--- config.mk ---
export PLATFORM = sky130hd
export DESIGN_NAME = bcs_top
export DESIGN_NICKNAME = d
export VERILOG_FILES = /design/src/rtl/bcs_pkg.sv /design/src/rtl/bcs_clk_if.sv /design/src/rtl/bcs_clk_div.sv /design/src/rtl/bcs_top.sv
export VERILOG_INCLUDE_DIRS = /design/src /design/src/rtl
export SDC_FILE = /design/constraint.sdc
export NUM_CORES = 1
export LEC_CHECK = 0
export BUFFER_PORTS_ARGS = -buffer_cell sky130_fd_sc_hd__buf_2
export CELL_PAD_IN_SITES_DETAIL_PLACEMENT = 1
export CELL_PAD_IN_SITES_GLOBAL_PLACEMENT = 1
export CORE_MARGIN = 1
export CORE_UTILIZATION = 38
export DETAILED_ROUTE_END_ITERATION = 10
export PLACE_DENSITY_LB_ADDON = 0.15
export SYNTH_ARGS = -nofsm -noshare
export SYNTH_HDL_FRONTEND = slang
export SYNTH_HIERARCHICAL = 1
export SYNTH_SLANG_ARGS = --single-unit
--- constraint.sdc ---
create_clock -name mclk_in -period 1.9 [get_ports mclk_in]
set_clock_uncertainty 0.1 [all_clocks]
set_input_delay 0.38 -clock mclk_in [delete_from_list [all_inputs] [get_ports mclk_in]]
set_output_delay 0.38 -clock mclk_in [all_outputs]
set_load 0.01 [all_outputs]
--- src/rtl/bcs_defines.svh ---
// Constants for the bus clock, slow mode and pin configuration block
`ifndef BCS_DEFINES_SVH
`define BCS_DEFINES_SVH

// ----------------------------------------------------------------
// Clock division, misc register address and stop stabilisation count
// ----------------------------------------------------------------
`define BCS_NORM_DIV      6'd2
`define BCS_SLOW_DIV      6'd32
`define BCS_MISC_ADDR     16'h000C
`define BCS_STOP_STAB_CYC 4064

// ----------------------------------------------------------------
// Reset values
// ----------------------------------------------------------------
`define BCS_RST_SLOW      1'b0
`define BCS_RST_TRIG      2'h0
`define BCS_RST_IRQ_EN    1'b0
`define BCS_RST_PORT_DIR  8'h00

`endif

--- src/rtl/bcs_pkg.sv ---
// Types for the bus clock, slow mode and pin configuration block
package bcs_pkg;
  typedef enum logic [1:0] {
    BCS_TRIG_FALL,
    BCS_TRIG_RISE,
    BCS_TRIG_BOTH,
    BCS_TRIG_LEVEL
  } bcs_trig_t;
endpackage

--- src/rtl/bcs_clk_if.sv ---
// Interface carrying divider control and phase between the modules
`timescale 1ns/1ps
interface bcs_clk_if;
  logic       slow_mode;
  logic       bus_clk;
  logic       bus_tick;
  logic       at_bound;
  modport ctrl (output slow_mode, input bus_clk, input bus_tick, input at_bound);
  modport div  (input slow_mode, output bus_clk, output bus_tick, output at_bound);
endinterface

--- src/rtl/bcs_clk_div.sv ---
// Glitch-free bus clock divider, oscillator by 2 or by 32
`timescale 1ns/1ps
`include "bcs_defines.svh"
module bcs_clk_div
  import bcs_pkg::*;
(
  input  wire logic mclk_in,
  input  wire logic rst_sync_n_in,
  bcs_clk_if.div    dif
);

  logic [4:0] cnt_ff;
  logic [4:0] nxt_cnt;
  logic       slow_ff;
  logic       nxt_slow;
  logic       clk_ff;
  logic       nxt_clk;
  logic       tick_ff;
  logic       nxt_tick;
  logic [4:0] last;

  // Divider end count for the mode in force
  assign last = slow_ff ? 5'(`BCS_SLOW_DIV - 6'd1) : 5'(`BCS_NORM_DIV - 6'd1);

  // Mode sampled only at period end so no pulse is cut short
  always_comb begin
    nxt_cnt  = cnt_ff + 5'd1;
    nxt_slow = slow_ff;
    nxt_tick = 1'b0;
    if (cnt_ff >= last) begin
      nxt_cnt  = 5'd0;
      nxt_slow = dif.slow_mode;
      nxt_tick = 1'b1;
    end
    nxt_clk = (nxt_cnt < (nxt_slow ? 5'd16 : 5'd1));
  end

  always_ff @(posedge mclk_in or negedge rst_sync_n_in) begin
    if (!rst_sync_n_in) begin
      cnt_ff  <= 5'd0;
      slow_ff <= `BCS_RST_SLOW;
      clk_ff  <= 1'b1;
      tick_ff <= 1'b0;
    end else begin
      cnt_ff  <= nxt_cnt;
      slow_ff <= nxt_slow;
      clk_ff  <= nxt_clk;
      tick_ff <= nxt_tick;
    end
  end

  assign dif.bus_clk  = clk_ff;
  assign dif.bus_tick = tick_ff;
  assign dif.at_bound = (cnt_ff == 5'd0);

  // Period spacing check
  logic [5:0] gap_ff;
  always_ff @(posedge mclk_in or negedge rst_sync_n_in) begin
    if (!rst_sync_n_in) gap_ff <= 6'd0;
    else if (tick_ff) gap_ff <= 6'd1;
    else if (gap_ff != 6'd63) gap_ff <= gap_ff + 6'd1;
  end
  tick_spacing_a: assert property (@(posedge mclk_in) disable iff (!rst_sync_n_in)
    tick_ff && gap_ff != 6'd0 |-> gap_ff == 6'd2 || gap_ff == 6'd32)
    else $error("bus period not 2 or 32 oscillator cycles");
endmodule

--- src/rtl/bcs_top.sv ---
// Bus clock generation, slow mode, external interrupt and pin configuration
//
// Overview of operation
// - Slow mode set gives bus clock of oscillator divided by 32
// - Slow mode clear gives bus clock of oscillator divided by 2
// - The bus clock and tick only reach the outputs and port C bit two; all control state runs on the oscillator
// - External or power-on reset clears slow mode
// - Entering stop clears slow mode automatically
// - Interrupt pin sensed in one of four modes from two sense bits
// - Enable bit can block all external interrupt requests
// - Sense bit writes accepted only while interrupt mask is set
// - Changing sense mode discards a pending external request
// - Low on reset pin forces the defined start-up state
// - Internal reset drives reset pin low, open drain
// - Three 8-bit ports have programmable direction, inputs after reset
// - Port C bit two may output the bus clock
// - Port D is converter input when enabled; reset disables converter
// - Slow mode bit lives in misc register at 000C, before clock driver
// - Stop clears slow mode so stop exit count runs at nominal speed
`timescale 1ns/1ps
`include "bcs_defines.svh"
module bcs_top
  import bcs_pkg::*;
(
  input  wire logic        mclk_in,
  input  wire logic        rst_n_in,
  input  wire logic        wdog_rst_in,
  input  wire logic        stop_enter_in,
  input  wire logic        misc_wr_in,
  input  wire logic [15:0] misc_addr_in,
  input  wire logic        slow_mode_select_in,
  input  wire logic        irq_rising_sense_sel_in,
  input  wire logic        irq_falling_sense_sel_in,
  input  wire logic        ext_irq_enable_in,
  input  wire logic        cpu_irq_mask_in,
  input  wire logic        irq_ack_in,
  input  wire logic        irq_pin_n_in,
  input  wire logic        dir_wr_in,
  input  wire logic [1:0]  dir_sel_in,
  input  wire logic [7:0]  dir_data_in,
  input  wire logic        clk_out_en_in,
  input  wire logic        adc_en_wr_in,
  input  wire logic        adc_en_in,
  output logic             bus_clk_out,
  output logic             bus_tick_out,
  output logic             slow_mode_select_out,
  output logic             ext_irq_req_out,
  output logic             reset_pin_out,
  output logic             reset_pin_oe_n_out,
  output logic             sys_rst_n_out,
  output logic [23:0]      port_dir_out,
  output logic             port_c_bit_two_clk_out,
  output logic             adc_en_out,
  output logic             analog_shared_inputs_out
);

  // ----------------------------------------------------------------
  // Reset synchroniser
  // ----------------------------------------------------------------
  logic rs1_ff;
  logic rs2_ff;
  always_ff @(posedge mclk_in or negedge rst_n_in) begin
    if (!rst_n_in) begin
      rs1_ff <= 1'b0;
      rs2_ff <= 1'b0;
    end else begin
      rs1_ff <= 1'b1;
      rs2_ff <= rs1_ff;
    end
  end
  // Pin reset reaches the whole device; the watchdog only drives the reset pin
  logic rst_n;
  assign rst_n = rs2_ff;

  // ----------------------------------------------------------------
  // Divider instance
  // ----------------------------------------------------------------
  bcs_clk_if dif ();
  bcs_clk_div u_div (
    .mclk_in       (mclk_in),
    .rst_sync_n_in (rst_n),
    .dif           (dif.div)
  );

  // ----------------------------------------------------------------
  // Control state
  // ----------------------------------------------------------------
  logic        slow_ff,     nxt_slow;
  bcs_trig_t   trig_ff,     nxt_trig;
  logic        irq_en_ff,   nxt_irq_en;
  logic        pend_ff,     nxt_pend;
  logic        pin_d_ff,    nxt_pin_d;
  logic [23:0] dir_ff,      nxt_dir;
  logic        adc_ff,      nxt_adc;
  logic        clk_ff,      nxt_clk;
  logic        tick_ff,     nxt_tick;
  logic        pc2_ff,      nxt_pc2;
  logic        rpin_oe_ff,  nxt_rpin_oe;
  logic        misc_hit;
  logic        edge_evt;
  bcs_trig_t   wr_trig;

  // Sense bits to mode: bit1 rising, bit0 falling-side level option
  function automatic bcs_trig_t sense_code(input logic rise, input logic fall);
    return bcs_trig_t'({rise, fall});
  endfunction

  assign misc_hit = misc_wr_in && (misc_addr_in == `BCS_MISC_ADDR);
  assign wr_trig  = sense_code(irq_rising_sense_sel_in, irq_falling_sense_sel_in);

  // Pin event for the mode in force; pin is active low
  always_comb begin
    case (trig_ff)
      BCS_TRIG_FALL:  edge_evt = pin_d_ff && !irq_pin_n_in;
      BCS_TRIG_RISE:  edge_evt = !pin_d_ff && irq_pin_n_in;
      BCS_TRIG_BOTH:  edge_evt = pin_d_ff != irq_pin_n_in;
      BCS_TRIG_LEVEL: edge_evt = !irq_pin_n_in;
      default:        edge_evt = 1'b0;
    endcase
  end

  // Next values for all control state
  always_comb begin
    nxt_slow    = slow_ff;
    nxt_trig    = trig_ff;
    nxt_irq_en  = irq_en_ff;
    nxt_pend    = pend_ff;
    nxt_pin_d   = irq_pin_n_in;
    nxt_dir     = dir_ff;
    nxt_adc     = adc_ff;
    nxt_clk     = dif.bus_clk;
    nxt_tick    = dif.bus_tick;
    nxt_pc2     = clk_out_en_in && dif.bus_clk;
    nxt_rpin_oe = !wdog_rst_in;
    if (misc_hit) begin
      nxt_slow   = slow_mode_select_in;
      nxt_irq_en = ext_irq_enable_in;
      if (cpu_irq_mask_in) begin
        nxt_trig = wr_trig;
      end
    end
    // Stop entry wins so stabilisation runs at nominal speed
    if (stop_enter_in) begin
      nxt_slow = 1'b0;
    end
    if (irq_ack_in) begin
      nxt_pend = 1'b0;
    end
    // A mode change discards the old request before a new one may set
    if (nxt_trig != trig_ff) begin
      nxt_pend = 1'b0;
    end else if (edge_evt && irq_en_ff) begin
      nxt_pend = 1'b1;
    end
    if (!irq_en_ff) begin
      nxt_pend = 1'b0;
    end
    if (dir_wr_in) begin
      for (int i = 0; i < 3; i++) begin
        if (dir_sel_in == 2'(i)) begin
          nxt_dir[i*8 +: 8] = dir_data_in;
        end
      end
    end
    if (adc_en_wr_in) begin
      nxt_adc = adc_en_in;
    end
  end

  // Registers; reset clears slow mode and ports go to input
  always_ff @(posedge mclk_in or negedge rst_n) begin
    if (!rst_n) begin
      slow_ff    <= `BCS_RST_SLOW;
      trig_ff    <= BCS_TRIG_FALL;
      irq_en_ff  <= `BCS_RST_IRQ_EN;
      pend_ff    <= 1'b0;
      pin_d_ff   <= 1'b1;
      dir_ff     <= {3{`BCS_RST_PORT_DIR}};
      adc_ff     <= 1'b0;
      clk_ff     <= 1'b1;
      tick_ff    <= 1'b0;
      pc2_ff     <= 1'b0;
      rpin_oe_ff <= 1'b1;
    end else begin
      slow_ff    <= nxt_slow;
      trig_ff    <= nxt_trig;
      irq_en_ff  <= nxt_irq_en;
      pend_ff    <= nxt_pend;
      pin_d_ff   <= nxt_pin_d;
      dir_ff     <= nxt_dir;
      adc_ff     <= nxt_adc;
      clk_ff     <= nxt_clk;
      tick_ff    <= nxt_tick;
      pc2_ff     <= nxt_pc2;
      rpin_oe_ff <= nxt_rpin_oe;
    end
  end

  assign dif.slow_mode = slow_ff;

  // ----------------------------------------------------------------
  // Outputs
  // ----------------------------------------------------------------
  // Reset pin value is constant low; only the enable moves (open drain)
  assign reset_pin_out            = 1'b0;
  assign reset_pin_oe_n_out       = rpin_oe_ff;
  assign sys_rst_n_out            = rs2_ff;
  assign bus_clk_out              = clk_ff;
  assign bus_tick_out             = tick_ff;
  assign slow_mode_select_out     = slow_ff;
  assign ext_irq_req_out          = pend_ff;
  assign port_dir_out             = dir_ff;
  // Gated before the flop so the pin carries no combinational glitch
  assign port_c_bit_two_clk_out   = pc2_ff;
  assign adc_en_out               = adc_ff;
  assign analog_shared_inputs_out = adc_ff;

  // ----------------------------------------------------------------
  // Checks
  // ----------------------------------------------------------------
  stop_clears_slow_a: assert property (@(posedge mclk_in) disable iff (!rst_n)
    stop_enter_in |=> !slow_ff)
    else $error("slow mode not cleared on stop");
  trig_write_gate_a: assert property (@(posedge mclk_in) disable iff (!rst_n)
    !cpu_irq_mask_in |=> $stable(trig_ff))
    else $error("sense mode changed with mask clear");
  mode_change_drop_a: assert property (@(posedge mclk_in) disable iff (!rst_n)
    $changed(trig_ff) |-> !pend_ff)
    else $error("pending request survived mode change");
  irq_disable_a: assert property (@(posedge mclk_in) disable iff (!rst_n)
    !irq_en_ff |=> !pend_ff)
    else $error("request raised while disabled");
  wdog_drive_a: assert property (@(posedge mclk_in) disable iff (!rst_n)
    wdog_rst_in |=> !reset_pin_oe_n_out && !reset_pin_out)
    else $error("reset pin not driven low");
  falling_sense_a: assert property (@(posedge mclk_in) disable iff (!rst_n)
    trig_ff == BCS_TRIG_FALL && irq_en_ff && pin_d_ff && !irq_pin_n_in
      && !irq_ack_in && !misc_hit |=> pend_ff)
    else $error("falling edge missed");
  slow_period_a: assert property (@(posedge mclk_in) disable iff (!rst_n)
    $rose(dif.bus_tick) && dif.slow_mode && u_div.slow_ff |=> !dif.bus_tick [*8])
    else $error("slow period too short");
  misc_write_a: assert property (@(posedge mclk_in) disable iff (!rst_n)
    misc_hit && !stop_enter_in |=> slow_ff == $past(slow_mode_select_in))
    else $error("slow bit write lost");
  switch_bound_a: assert property (@(posedge mclk_in) disable iff (!rst_n)
    $changed(u_div.slow_ff) |-> dif.at_bound)
    else $error("clock mode switched inside a bus period");

  slow_seen_c:  cover property (@(posedge mclk_in) disable iff (!rst_n) slow_ff && bus_tick_out);
  irq_seen_c:   cover property (@(posedge mclk_in) disable iff (!rst_n) $rose(pend_ff));
  mode_chg_c:   cover property (@(posedge mclk_in) disable iff (!rst_n) $changed(trig_ff));
endmodule

# == Yosys cells after proc, flatten, opt, wreduce, memory -nomap -nowiden ==
# Cells that the tools add are included.
# W data, S select, Z words.
# classes
eq_ne,9
muxes,14
bitwise,0
div,0
multipliers,0
addsub,1
shifts,0
n_lt_le_gt_ge,2
n_reduce_logical,14
# op_table
cell,count
$eq A16 B4 Y1 const B,1
$mux W5,3
$mux W1,8
$eq A2 B2 Y1 const B,3
$reduce_and A2 Y1,3
$add A5 B1 Y5 const B,1
$ge A5 B5 Y1,1
$logic_and A1 B1 Y1,5
$lt A5 B5 Y1,1
$eq A2 B1 Y1 const B,2
$logic_not A2 Y1,2
$mux W2,2
$ne A4 B2 Y1 const B,1
$pmux W1 S4,1
$logic_not A1 Y1,3
$ne A2 B2 Y1,1
$reduce_bool A2 Y1,1
$ne A1 B1 Y1,1
# word_totals
regBits,45
latchBits,0
mem_bits_rw,0
romBits,0
mem_count,0

# == Logic depth before layout (Yosys ltp) ==
# logic_depth
depth_word,7
mapped_depth,10

# == By module ==
# Netlist, hierarchy kept.
# by_module_without_submodules
module,area_per_inst_um2,cells_per_inst,seq_area_each_um2,n_inst
bcs_top,1530.2,98,929.6,1
bcs_clk_div,500.5,48,201.4,1

# == Least setup slack after synthesis ==
# No wires, ideal clock.
# synth_path
path_kind,register to register
startpoint,register u_div.cnt_ff[3]
endpoint,register u_div.clk_ff (netlist: u_div/dif.bus_clk)
path_buffers,0
slack_ns,-0.261
t_arrival_ns,1.980
synth_period_minus_slack_ns,2.161
path_stages_with_launch,10
cell_sequence,dfrtp_1 -> ha_1 -> a21o_1 -> a21oi_2 -> and2_4 -> inv_6 -> mux2i_1 -> ha_1 -> nand3_1 -> o221a_1
# synth_via
elab_chain_cells,4
# synth_rtl
element,line,rtl
"start, declared",bcs_clk_div.sv:12,logic [4:0] cnt_ff;
"start signal, assigned",bcs_clk_div.sv:45,cnt_ff <= nxt_cnt;
$ge A5 B5 Y1,bcs_clk_div.sv:30,if (cnt_ff >= last) begin
$mux W1,bcs_clk_div.sv:30,
$mux W5,bcs_clk_div.sv:35,nxt_clk = (nxt_cnt < (nxt_slow ? 5'd16 : 5'd1));
$lt A5 B5 Y1 (*),bcs_clk_div.sv:35,
net u_div.nxt_clk,bcs_clk_div.sv:17,logic nxt_clk;
"end signal, assigned",bcs_clk_div.sv:47,clk_ff <= nxt_clk;
"end, declared",bcs_clk_div.sv:16,logic clk_ff;
# The timed path passes the listed nets; every way through them passes the cells marked *.
# A chain may end at the register's enable or synchronous reset.

# == Final worst setup path ==
# layout_path
startpoint,register u_div.slow_ff
endpoint,register u_div.clk_ff (netlist: u_div/dif.bus_clk)
# layout_via
elab_chain_cells,5
# layout_rtl
element,line,rtl
"start, declared",bcs_clk_div.sv:14,logic slow_ff;
"start signal, assigned",bcs_clk_div.sv:41,slow_ff <= `BCS_RST_SLOW;
"start signal, assigned",bcs_clk_div.sv:46,slow_ff <= nxt_slow;
$mux W5,bcs_clk_div.sv:23,assign last = slow_ff ? 5'(`BCS_SLOW_DIV - 6'd1) : 5'(`BCS_NORM_DIV - 6'd1);
$ge A5 B5 Y1,bcs_clk_div.sv:30,
$mux W1,bcs_clk_div.sv:30,
$mux W5,bcs_clk_div.sv:35,
$lt A5 B5 Y1 (*),bcs_clk_div.sv:35,
net u_div.nxt_clk,bcs_clk_div.sv:17,
# Marked as above.

==> flow_summary.ini <==
[cells_and_area]
layout-drive-gt1-share = 0.5992
fin_nets = 292
final_util = 0.5309
area_growth_pct = 34.10
n_antenna_cell = 0
largest_reg_flops = 24

[global_route]
grt_max_degree = 44
grt_pass1_vias = 1625
grt_first_pass_wirelength_um = 7162
grt_antenna_before_repair = 0
grt_overflow_total = 0
grt_use_total = 0.1752

[setup_path]
path_class = register to register
reg2reg_to = u_div/dif.bus_clk
setup.worst_path.start = u_div/slow_ff
rr_startpoint = u_div/slow_ff
cp.arrival_ns = 2.32
reg2regPathDepth = 10
r2r_slack_ns = -0.30
crit_path_max_fanout = 4
start_kind = register
crit_end = u_div/dif.bus_clk
required_ns = 2.02
critPathCaptureType = register

[route]
drt-initial-drc-count = 37
drc_errors = 0
first_pass_iters = 4
ant_nets = 0
vias = 1470
via_per_inst = 4.712
totalWireLength_um = 4636
routedWlPerCell_um = 14.86

[min_path]
hold_path.class = input port to register

[cts]
clkLatencyLatePin_ns = 0.29
path_clk_slew_ns = 0.08
cts_buffers = 5
cts_buffer_depth = 2
cts_sinks = 45
cts_tree = yes
root_buffer = clkbuf_8
htree_levels = 2

[timing]
setup_tns_ns = -0.3229
maxSlewViolCount = 0
finalCriticalPeriod_ns = 2.203
fmax_ghz = 0.4538
fin_ws_ns = -0.3034
fin_crit_sh = 1.160
tightestPinTransition_ns = 0.5237
hold_viol_final = 0
holdWs_ns = 0.08626
setup_violations = 2
slew_headroom = 0.6509
rsz0062_at_grt = true

[die]
die_h_um = 74.95
die-area_sq_um = 5617
coreArea_sq_um = 5107
start_util = 0.3959
die_w_um = 74.95
row_count = 26
io_pins = 76

[job]
cap_violations = 0

[placed_design]
gp_congestion = 0.7895
place_hpwl_um = 3584
port_buffers = 74

[pwr]
max-vdd-ir-drop_uv = 346.0
p_leak_nw = 1.338
p_per_area_nw_per_um2 = 1051
total_power_mw = 2.850

[logic_synthesis]
syn_nets = 196
synthCells = 145
syn-cell-area_sq_um = 2022
avgSynthCellArea_sq_um = 13.94
yosys_warnings = 6

[outcome]
violations = setup timing
status = complete, but fails checks
-- report_power, final --
part	leakage [nW]	internal [mW]	total, mW	switching (mW)
registers	0.548	1.16	1.25	0.0909
clock network	0.0422	0.258	0.558	0.300
logic	0.748	0.557	1.04	0.488
total	1.34	1.97	2.85	0.878
-- worst min path at each step --
stage | cells after the start | start | to
after CTS | 2 | wdog_rst_in | reset_pin_oe_n_out
after global placement | 1 | rst_n_in | rs1_ff
after detailed placement | 1 | rst_n_in | rs1_ff
final | 2 | wdog_rst_in | reset_pin_oe_n_out
after floorplan | 0 | rst_n_in | rs1_ff
after global routing | 2 | wdog_rst_in | reset_pin_oe_n_out
-- cell type report --
cell class / instances / area (sq um)
inverter: 9 / 38.79
clock buffer: 7 / 76.32
fill: 573 / 2396
timing repair buffer: 91 / 500.5
sequential: 45 / 1132
clock inverter: 1 / 5.005
multi-input combinational: 89 / 870.8
tap: 70 / 87.58
-- per-stage QoR --
stage	setup WS [ns]	instances	instance area, sq um
2_1_floorplan	-0.1646	145	2034
3_3_place_gp	-0.1646	296	2546
3_5_place_dp	-0.2965	296	2546
4_1_cts	-0.2657	309	2671
5_1_grt	-0.4243	312	2711
6_report	-0.3034	312	2711
-- timing repair --
item | CTS | global route
pin swaps | 2 | 3
resized for setup | 1 | 2
endpoints found under the hold margin | 2 | 0
hold buffers | 1 | 0
setup endpoints to repair | 2 | 2
cloned | 0 | 0
setup buffers | 4 | 3
-- placed cells by master (no fill, tap or decap), types with 3 or more instances in the layout --
master,n
ha_1,7
buf_4,16
nand2_1,4
buf_2,74
nand3_1,3
mux2_2,27
nor2_1,6
dfstp_2,4
inv_1,7
xnor2_1,4
dfrtp_1,40
clkbuf_8,5
-- worst max-delay path: stages, from the launching register on --
cell and delay (ns):
dfrtp_1 0.40, inv_2 0.13, ha_4 0.23, a21o_1 0.16
a21oi_2 0.14, and2_4 0.18, inv_6 0.04, mux2i_1 0.11
ha_1 0.33, nand3_2 0.07, o221a_1 0.25
-- layer usage --
layer | share of wire | routed length (um) | vias to the layer above | global-route usage
li1 | - | - | 693 | -
met1 | 0.37 | 1706 | 714 | 0.1738
met2 | 0.56 | 2601 | 59 | 0.3504
met3 | 0.064 | 299 | 4 | 0.05087
met4 | 0.0060 | 28 | 0 | 0.04612
met5 | 0 | 0 | - | 0
(Power assumes the default switching activity.)
